## src/logic/spltx_regs.svh

```systemverilog
`ifndef SPLTX_REGS_SVH
`define SPLTX_REGS_SVH

// core clock period and unit interval, in their own units
`define SPLTX_CLK_PS      4000
`define SPLTX_UI_NS       32
// clock cycles per unit interval, derived from the two figures above
`define SPLTX_UI_CYC      ((`SPLTX_UI_NS * 1000) / `SPLTX_CLK_PS)
// delay steps per unit interval (1/8 UI each)
`define SPLTX_DLY_STEPS   8
// words per line in the streaming protocols
`define SPLTX_LINE_WORDS  16
// index of the first bit sent for each word width
`define SPLTX_MSB_W10     4'h9
`define SPLTX_MSB_W8      4'h7
// word sent when there is nothing to send
`define SPLTX_FILL_WORD   10'h000

`endif

```

## src/logic/spltx_pkg.sv

```systemverilog
package spltx_pkg;

    // output protocol selection
    typedef enum logic [1:0] {
        MODE_STREAM_A           = 2'h0,
        FIXED_LINE_STREAM_MODE_B = 2'h1,
        ACTIVE_ONLY_PACKET_MODE = 2'h2
    } spltx_mode_t;

    // one word for each of the four data lanes, plus its flags
    typedef struct packed {
        logic [3:0][9:0] lane;
        logic            blank;
        logic            eol;
    } spltx_word_t;

    // per-lane delay codes in 1/8 UI steps
    typedef struct packed {
        logic [2:0]      clk_code;
        logic [3:0][2:0] lane_code;
    } spltx_dly_t;

    typedef enum logic [2:0] {
        ST_IDLE = 3'h1,
        ST_DATA = 3'h2,
        ST_FILL = 3'h4
    } spltx_st_t;

    // whole state of the transmitter
    typedef struct packed {
        spltx_st_t       st;
        logic [5:0]      ui;
        logic [3:0]      bidx;
        logic [3:0][9:0] sr;
        logic            ck;
        logic [4:0][63:0] hist;
        logic [4:0]      opos;
        logic [4:0]      oneg;
        logic            lk1;
        logic            lk2;
        logic [15:0]     line;
        logic            rdy;
    } spltx_q_t;

endpackage : spltx_pkg

```

## src/logic/spltx_top.sv

```systemverilog
// Summary of operation
// - output-only port, four differential data lanes and one DDR clock lane.
// - one forwarded clock lane shared by all four data lanes.
// - three selectable protocols, two streaming and one packetized.
// - streaming lines always carry the same number of words.
// - packetized protocol sends active words, each blanking word replaced by a fill word in its slot.
// - serializer takes 8- or 10-bit words and shifts them out.
// - bits alternate, one centred on rising edge, next on falling edge.
// - each word goes most significant bit first.
// - delay loop drives clock lane and every data lane delay.
// - after lock, each lane delays independently in 1/8 UI steps.
// - one UI is one clock half-period, one bit per lane.
`timescale 1ns/1ps
`default_nettype none
`include "spltx_regs.svh"

module spltx_top #(
    parameter int UI_CYC     = `SPLTX_UI_CYC,
    parameter int LINE_WORDS = `SPLTX_LINE_WORDS
) (
    input  wire logic                   clk,
    input  wire logic                   srst,
    input  wire spltx_pkg::spltx_mode_t mode,
    input  wire logic                   wide_words,
    input  wire spltx_pkg::spltx_dly_t  dly,
    input  wire logic                   dll_lock_raw,
    input  wire logic                   in_valid,
    input  wire spltx_pkg::spltx_word_t in_word,
    output var  logic                   in_ready,
    output var  logic                   dll_locked,
    output var  logic                   fwd_clock_lane_pos,
    output var  logic                   fwd_clock_lane_neg,
    output var  logic                   data_lane0_pos,
    output var  logic                   data_lane0_neg,
    output var  logic                   data_lane1_pos,
    output var  logic                   data_lane1_neg,
    output var  logic                   data_lane2_pos,
    output var  logic                   data_lane2_neg,
    output var  logic                   data_lane3_pos,
    output var  logic                   data_lane3_neg
);

    localparam int         STEP      = UI_CYC / `SPLTX_DLY_STEPS;
    localparam int         UI_C      = UI_CYC;
    // rising lane edge shows one cycle after ui passes mid-bit
    localparam int         RISE_C    = UI_CYC / 2 + 1;
    localparam logic [5:0] UI_LAST   = 6'(UI_CYC - 1);
    localparam logic [5:0] UI_MID    = 6'(UI_CYC / 2 - 1);
    localparam logic [5:0] UI_EDGE   = 6'(UI_CYC / 2);
    localparam logic [5:0] STEP6     = 6'(STEP);
    localparam logic [15:0] LINE_LAST = 16'(LINE_WORDS - 1);
    // negative legs idle high so each pair stays complementary in reset
    localparam spltx_pkg::spltx_q_t Q_RST = '{st:      spltx_pkg::ST_IDLE,
                                              oneg:    5'h1F,
                                              default: '0};

    // delay taps need a whole number of cycles per 1/8 UI
    if (UI_CYC % `SPLTX_DLY_STEPS != 0 || UI_CYC < 8 || UI_CYC > 64 ||
        LINE_WORDS < 1 || LINE_WORDS > 65535) begin : g_bad_param
        $error("spltx_top: UI_CYC or LINE_WORDS out of range");
    end

    spltx_pkg::spltx_q_t q;
    spltx_pkg::spltx_q_t d;
    logic [4:0]          raw;
    logic [4:0]          tap;
    logic [4:0][2:0]     code_v;
    logic                ld;
    logic                take;
    logic                send;

    // lane 4 is the clock lane, treated like any data lane for delay
    assign raw    = {q.ck, q.sr[3][9], q.sr[2][9], q.sr[1][9], q.sr[0][9]};
    assign code_v = {dly.clk_code, dly.lane_code};

    // per-lane delay taps; codes only act once the loop is locked
    for (genvar g = 0; g < 5; g++) begin : g_dly
        logic [2:0] code;
        logic [5:0] idx;
        assign code   = q.lk2 ? code_v[g] : 3'h0;
        assign idx    = 6'(({3'h0, code} * STEP6) - 6'h01);
        assign tap[g] = (code == 3'h0) ? raw[g] : q.hist[g][idx];
    end

    // next-state logic for the whole transmitter
    always_comb begin
        d    = q;
        ld   = (q.ui == UI_LAST) && (q.bidx == 4'h0);
        take = q.rdy && in_valid;
        send = 1'b0;
        d.lk1 = dll_lock_raw;
        d.lk2 = q.lk1;
        for (int i = 0; i < 5; i++) begin
            d.hist[i] = {q.hist[i][62:0], raw[i]};
        end
        d.ui = (q.ui == UI_LAST) ? 6'h00 : q.ui + 6'h01;
        // edge mid-bit so each bit is centred on an edge
        if (q.st != spltx_pkg::ST_IDLE && q.ui == UI_MID) begin
            d.ck = ~q.ck;
        end
        if (q.ui == UI_LAST && !ld) begin
            // msb leaves first, one bit per unit interval
            for (int l = 0; l < 4; l++) begin
                d.sr[l] = {q.sr[l][8:0], 1'b0};
            end
            d.bidx = q.bidx - 4'h1;
        end
        if (ld) begin
            case (mode)
                spltx_pkg::ACTIVE_ONLY_PACKET_MODE: begin
                    send = take && !in_word.blank;
                end
                spltx_pkg::MODE_STREAM_A,
                spltx_pkg::FIXED_LINE_STREAM_MODE_B: begin
                    send = take && (q.st != spltx_pkg::ST_FILL);
                end
                default: begin
                    send = 1'b0;
                end
            endcase
            // every lane loads in the same cycle, so boundaries align
            for (int l = 0; l < 4; l++) begin
                if (!send) begin
                    d.sr[l] = `SPLTX_FILL_WORD;
                end else if (wide_words) begin
                    d.sr[l] = in_word.lane[l];
                end else begin
                    d.sr[l] = {in_word.lane[l][7:0], 2'h0};
                end
            end
            d.bidx = wide_words ? `SPLTX_MSB_W10 : `SPLTX_MSB_W8;
            if (mode == spltx_pkg::ACTIVE_ONLY_PACKET_MODE) begin
                d.st   = spltx_pkg::ST_DATA;
                d.line = 16'h0000;
            end else if (q.line == LINE_LAST) begin
                // line closes at a fixed count; pad words fill short lines
                d.line = 16'h0000;
                d.st   = spltx_pkg::ST_DATA;
            end else begin
                d.line = q.line + 16'h0001;
                if (take && in_word.eol && q.st != spltx_pkg::ST_FILL) begin
                    d.st = spltx_pkg::ST_FILL;
                end else if (q.st == spltx_pkg::ST_IDLE) begin
                    d.st = spltx_pkg::ST_DATA;
                end
            end
        end
        // ready stands only in the cycle where a word is loaded
        d.rdy  = (d.ui == UI_LAST) && (d.bidx == 4'h0) &&
                 (d.st != spltx_pkg::ST_FILL);
        d.opos = tap;
        d.oneg = ~tap;
    end

    // single state register
    always_ff @(posedge clk) begin
        if (srst) begin
            q <= Q_RST;
        end else begin
            q <= d;
        end
    end

    assign in_ready           = q.rdy;
    assign dll_locked         = q.lk2;
    assign fwd_clock_lane_pos = q.opos[4];
    assign fwd_clock_lane_neg = q.oneg[4];
    assign data_lane0_pos     = q.opos[0];
    assign data_lane0_neg     = q.oneg[0];
    assign data_lane1_pos     = q.opos[1];
    assign data_lane1_neg     = q.oneg[1];
    assign data_lane2_pos     = q.opos[2];
    assign data_lane2_neg     = q.oneg[2];
    assign data_lane3_pos     = q.opos[3];
    assign data_lane3_neg     = q.oneg[3];

    // clock lane toggles exactly once per unit interval
    a_clk_half_ui: assert property (@(posedge clk) disable iff (srst)
        $changed(q.ck) |-> q.ui == UI_EDGE ##UI_C $changed(q.ck))
        else $error("clock lane half-period is not one UI");

    a_pair_compl: assert property (@(posedge clk) disable iff (srst)
        (q.opos ^ q.oneg) == 5'h1F)
        else $error("differential pair not complementary");

    a_word_rising: assert property (@(posedge clk) disable iff (srst)
        ld && q.st != spltx_pkg::ST_IDLE |-> !q.ck ##RISE_C q.ck)
        else $error("word does not start on a rising clock edge");

    a_msb_first: assert property (@(posedge clk) disable iff (srst)
        ld && send |=> q.sr[0][9] == ($past(wide_words) ?
            $past(in_word.lane[0][9]) : $past(in_word.lane[0][7])))
        else $error("first bit of word is not its msb");

    a_word_width: assert property (@(posedge clk) disable iff (srst)
        ld |=> q.bidx == ($past(wide_words) ? 4'h9 : 4'h7))
        else $error("bit count does not match word width");

    a_pkt_drop: assert property (@(posedge clk) disable iff (srst)
        ld && take && in_word.blank &&
        mode == spltx_pkg::ACTIVE_ONLY_PACKET_MODE |=> q.sr == '0)
        else $error("blanking word sent in packet mode");

    a_line_fixed: assert property (@(posedge clk) disable iff (srst)
        q.line <= LINE_LAST && (q.st != spltx_pkg::ST_FILL || !q.rdy))
        else $error("streaming line length not held");

    a_unlock_zero: assert property (@(posedge clk) disable iff (srst)
        !q.lk2 |=> q.opos[0] == $past(raw[0]) && q.opos[4] == $past(raw[4]))
        else $error("delay applied before lock");

    a_delay_step: assert property (@(posedge clk) disable iff (srst)
        q.lk2 && dly.lane_code[1] == 3'h3 |=>
        q.opos[1] == $past(q.hist[1][3 * STEP - 1]))
        else $error("three-step delay is not 3/8 UI");

endmodule : spltx_top
`default_nettype wire

```

## config.mk

```make
export PLATFORM = sky130hd
export DESIGN_NAME = spltx_top
export DESIGN_NICKNAME = d
export VERILOG_FILES = /design/src/logic/spltx_pkg.sv /design/src/logic/spltx_top.sv
export VERILOG_INCLUDE_DIRS = /design/src /design/src/logic
export SDC_FILE = /design/constraint.sdc
export NUM_CORES = 1
export LEC_CHECK = 0
export BUFFER_PORTS_ARGS = -buffer_cell sky130_fd_sc_hd__clkbuf_2
export CAP_MARGIN = 20
export CORE_ASPECT_RATIO = 1.5
export CORE_MARGIN = 4
export CORE_UTILIZATION = 60
export DETAILED_ROUTE_END_ITERATION = 6
export PLACE_DENSITY_LB_ADDON = 0.12
export SLEW_MARGIN = 20
export SYNTH_ARGS = -nofsm -noshare
export SYNTH_HDL_FRONTEND = slang
export SYNTH_SLANG_ARGS = --single-unit
```

## constraint.sdc

```tcl
create_clock -name clk -period 3.4 [get_ports clk]
set_input_delay 1.02 -clock clk [delete_from_list [all_inputs] [get_ports clk]]
set_output_delay 1.02 -clock clk [all_outputs]
set_load 0.03 [all_outputs]
```

# [Yosys cells after proc, flatten, opt, wreduce, memory -nomap -nowiden]
# Cells that the tools add are included.
[classes] n_addsub=8 n_lt_le_gt_ge=5 n_eq_ne=10 mux=41 n_bitwise=2 reduce_logical=22
[ops] cell="2-to-1 mux 44 bit" count=2
[ops] cell="2-to-1 mux 10 bit" count=8
[ops] cell="less-than comparator 6 x 7 -> 1 bit, second input constant" count=5
[ops] cell="2-to-1 mux 16 bit" count=2
[ops] cell="binary-select mux 1 bit (select 6 bit)" count=5
[ops] cell="2-to-1 mux 3 bit" count=10
[ops] cell="subtractor 3 x 1 -> 4 bit, second input constant" count=5
[ops] cell="adder 16 x 1 -> 16 bit, second input constant" count=1
[ops] cell="equality test 16 x 4 -> 1 bit, second input constant" count=1
[ops] cell="logical NOT 3 bit" count=5
[ops] cell="equality test 6 x 3 -> 1 bit, second input constant" count=2
[ops] cell="2-to-1 mux 1 bit" count=11
[ops] cell="logical AND 1 bit" count=10
[ops] cell="logical NOT 4 bit" count=2
[ops] cell="adder 6 x 1 -> 6 bit, second input constant" count=1
[ops] cell="equality test 6 x 2 -> 1 bit, second input constant" count=1
[ops] cell="2-to-1 mux 6 bit" count=1
[ops] cell="!= test 3 bit, second input constant" count=2
[ops] cell="inverter 5 bit" count=1
[ops] cell="2-to-1 mux 4 bit" count=1
[ops] cell="subtractor 4 x 1 -> 4 bit, second input constant" count=1
[ops] cell="equality test 3 x 1 -> 1 bit, second input constant" count=1
[ops] cell="!= test 3 x 1 -> 1 bit, second input constant" count=1
[ops] cell="equality test 2 x 1 -> 1 bit, second input constant" count=1
[ops] cell="7 further kinds" count=8
[totals] regBits=403 output_inout_bits=12

# [Depth between registers and ports, before layout]
[depth] word_depth=9 depth_mapped=10 depth_no_buf=8

# [Worst setup path before layout]
# Ideal clock, no wire load.
[synth_path] path_type="register -> register" startpoint="register q, in the netlist dll_locked" endpoint="register q, in the netlist data_lane3_pos" setup_ps=127 arrival_ps=2829 setup_slack_ps=444 stages_incl_launch_ff=11 n_path_buf=3 synth_period_minus_slack_ps=2956 path_cell_list="dfxtp_1 > buf_2 > clkbuf_1 > clkbuf_1 > nand2_1 > ha_1 > inv_1 > mux4_2 > nor2_1 > a2111oi_0 > or3_1"
[synth_via] elab_chain_cells=5 word_cells_on_any_way=6 classes_between="add/sub: 1; mux: 4; reduce/logical: 1"
[synth_lines] element="start, declared" line="spltx_top.sv:63" source="spltx_pkg::spltx_q_t q;"
[synth_lines] element="start signal, assigned" line="spltx_top.sv:158" source="q <= Q_RST;"
[synth_lines] element="start signal, assigned" line="spltx_top.sv:160" source="q <= d;"
[synth_lines] element="2-to-1 mux 3 bit (*)" line="spltx_top.sv:80" source="assign code = q.lk2 ? code_v[g] : 3'h0;"
[synth_lines] element="subtractor 3 x 1 -> 4 bit" line="spltx_top.sv:81" source="assign idx = 6'(({3'h0, code} * STEP6) - 6'h01);"
[synth_lines] element="binary-select mux 1 bit (select 6 bit)" line="spltx_top.sv:82" source="assign tap[g] = (code == 3'h0) ? raw[g] : q.hist[g][idx];"
[synth_lines] element="2-to-1 mux 1 bit (implied by the code)" line="spltx_top.sv:82"
[synth_lines] element="2-to-1 mux 1 bit (*)" line="spltx_top.sv:82"
# Every way passes the cells marked *; elsewhere a longest branch is shown, timed or not. The select of a mux whose other input is x is not followed.
# A chain may end at the register's enable or synchronous reset.

# [Worst setup path after layout]
[layout_path] startpoint="input dly[9] (netlist name)" endpoint="register q, in the netlist data_lane3_pos"
[layout_via] elab_chain_cells=5 word_cells_on_any_way=6 classes_between="add/sub: 1; mux: 4; reduce/logical: 1"
[layout_lines] element="start, declared" line="spltx_top.sv:25" source="input wire spltx_pkg::spltx_dly_t dly,"
[layout_lines] element="2-to-1 mux 3 bit (*)" line="spltx_top.sv:80"
[layout_lines] element="subtractor 3 x 1 -> 4 bit" line="spltx_top.sv:81"
[layout_lines] element="binary-select mux 1 bit (select 6 bit)" line="spltx_top.sv:82"
[layout_lines] element="2-to-1 mux 1 bit (implied by the code)" line="spltx_top.sv:82"
[layout_lines] element="2-to-1 mux 1 bit (*)" line="spltx_top.sv:82"
# Marks and branches as above.

==> impl_results.md <==
* Post-synth EDFFs at 0
* Total CTS buffers at 36
* Required @ worst endpoint at 3.78 ns
* Largest net degree at the start of global routing at 112
* Num rows at 67
* Vias/cell at 5.28
* Vias at 8783
* CTS tree: built
* Worst slew pin tran at 0.896 ns
* FMAX at 396 MHz
* Routed Wire Length at 22900 µm
* Die height at 193 µm
* Crit end category: flip-flop
* Static Leak at 5.87 nW
* Top post-synthesis cells by count: 403 x dfxtp_1, 319 x nor2b_1, 106 x nand2_1, 72 x nand3_1, 67 x clkbuf_1
* Clk_skew at 0.0110 ns
* R2R cell count at 7
* Most numerous cell in the Yosys netlist: dfxtp_1
* Initial DRC Count at 331
* First-pass GRT wire length at 39800 µm
* WP data arrival at 2.91 ns
* Top FF cell, synth: dfxtp_1
* Die area at 25200 µm²
* Die width at 131 µm
* Total power at 9.10 mW
* Initial antenna violation count at 0
* Max Root-Sink Buffers at 3
* Peak VDD IR at 0.000380 V
* Core outline area at 22400 µm²
* Vias in the first global route at 8554
* Endpoints failing setup at 0
* Final hold vios at 0
* Routed wire per std cell at 13.8 µm
* I/O pin cnt at 76
* Mux cell area share after synthesis at 4.74%
* DP HPWL at 14400 µm
* Root buffer cell: clkbuf_16
* CTS Sinks at 403
* H-tree depth at 2
* Postcts setup bufs at 0
* Setup CP Type: in -> reg
* Hold-fix buffers, CTS at 0
* Fin nets at 1444
* Hold path cells at 1
* Placed cell area at 14200 µm²
* Clock Latency Late Sink at 0.51 ns
* Syn-to-layout area delta at 13.1%
* Startpoint types: input port
* DRC at 0
* Syn nets at 1391
* Max FO, Critical Path at 4
* RD Place Congestion at 0.836
* Synthesized area per cell at 10.4 µm²
* Post-layout min period at 2.53 ns
* Largest family of logic cells by synthesized area: simple AND/OR/NAND/NOR gates
* Library cells used by synthesis at 50
* Cells after Synth at 1313
* Synth Register Bits at 403
* Relative slew slack at 40.3%
* Gr usage total at 18.8%
* Ys Warns at 0
* Area leader, netlist: dfxtp_1
* Hold Path Class: reg -> reg
* Synth Area in Adders at 1.29%
* Synth Cell Area at 13600 µm²
* Number of cells after detailed placement at 1604
* Post-synthesis compound-gate area fraction at 6.19%
* CTS clk-pin slew, worst paths at 0.07 ns
* Post-synthesis xor/xnor area fraction at 0.643%
* Antenna-violating nets left at 0
* RSZ-0062 raised after global routing: false
* Part of the cycle the worst path needs at 74.3%
* Initial Util at 60.9%
* Synth top area share at 59.2%
* Finished Layout Cells at 1665
* Outcome: finished, final reports clean
* Max-slew violation count at 0
* FFs w/ async S/R, synth at 0%
* Leading post-synthesis cells by cell area: dfxtp_1 59%, nor2b_1 15%, nand2_1 2.9%
* Min Hold Slack at 0.429 ns
* Power Dens Cells at 591 nW/µm²
* Port Buffers at 75
* # diodes at 0
* Drt pass-1 iters at 5
* Congestion Overflow GR at 0
* Cells resized by post-CTS repair at 0
* Simple-gate share of the synthesized area at 25.2%
* Share of cells above drive strength 1 at 14.0%
* Design area at 15400 µm²
* Final setup TNS at 0 ns
* Post-synthesis sequential area ratio at 59.2%
* Max-Cap Viols at 0
## cell families after synthesis
| family | count (synthesis) |
|---|---|
| buf+inv | 95 |
| mux | 48 |
| flops | 403 |
| fa+ha+maj | 14 |
| simple gates | 619 |
| xor+xnor | 10 |
| compound gates | 124 |
## per-layer routing
metal	GRT usage (%)	up-vias	part of all wire (%)
met1	25.7	4131	47
met5	0	-	0
met2	30.7	146	47
li1	-	4468	-
met4	5.38	0	1.8
met3	3.10	38	4.0
## final cells by class
type                    instances  area [µm²]
clock buffers                  46         990
clock inverters                15         214
fillers                      1769        6980
inverters                      19        71.3
multi-input cells             815        5200
flip-flops and latches        403        8070
well taps                     276         345
repair buffers                 91         518
## flip-flops by register name, summed over array words and instances (netlist names)
name and flops:
d 321, q 70, data_lane0_neg 1, data_lane0_pos 1, data_lane1_neg 1, data_lane1_pos 1
data_lane2_neg 1, data_lane2_pos 1, data_lane3_neg 1, data_lane3_pos 1, dll_locked 1, fwd_clock_lane_neg 1
fwd_clock_lane_pos 1, in_ready 1
## path summary, 6_finish.rpt
path                from              to  slack [ns]
setup / recovery  dly[9]  data_lane3_pos        0.87
hold / removal    d[189]          d[190]        0.43
setup reg to reg  q[394]           q[11]        0.98
hold reg to reg   d[189]          d[190]        0.43
## placed cells by master, fill, tap and decap left out, drive strengths merged, types with 2 or more instances in the layout
master,synthesis,routed
dfxtp,403,403
inv,19,21
xnor2,8,8
o31ai,6,6
nor2,55,55
clkinv,0,7
or4,6,6
o311ai,4,4
a2111oi,6,6
o21ai,9,9
o22a,5,5
nand4b,2,2
nand2b,3,3
mux2i,6,6
a21boi,9,9
mux2,32,32
bufinv,0,5
buf,9,17
ha,14,14
or3,2,2
xor2,2,2
clkbuf,67,120
nor4,10,10
o2111ai,2,2
and4,2,2
mux4,10,10
nor3b,3,3
a31oi,40,40
a211oi,2,2
nand3,73,73
and2,3,3
nor3,16,16
nand2,106,106
a311o,4,4
o311a,5,5
and3b,4,4
nand4,4,4
and3,9,9
nor2b,319,319
a21oi,26,26
## per-stage QoR
| stage | utilization, % | setup slack, ns |
|---|---|---|
| after floorplan | - | 0.444 |
| after global placement | 63.4 | 0.395 |
| after detailed placement | 63.4 | 0.358 |
| after CTS | 68.8 | 0.881 |
| after global routing | 68.8 | 0.695 |
| final | 68.8 | 0.874 |
## where the power goes
group          total (mW)  internal (mW)  switching [mW]
registers            4.73           4.73         0.00696
logic               0.263         0.0983           0.165
clock network        4.11           2.44            1.66
total                9.10           7.27            1.83
## critical path: stages
cell	delay, ns
clkbuf_2	0.09
and2_1	0.20
inv_1	0.08
ha_1	0.35
inv_1	0.12
mux4_2	0.49
nor2_1	0.09
a2111oi_0	0.08
or3_1	0.39
No activity file was read; power rests on OpenSTA's default activity.
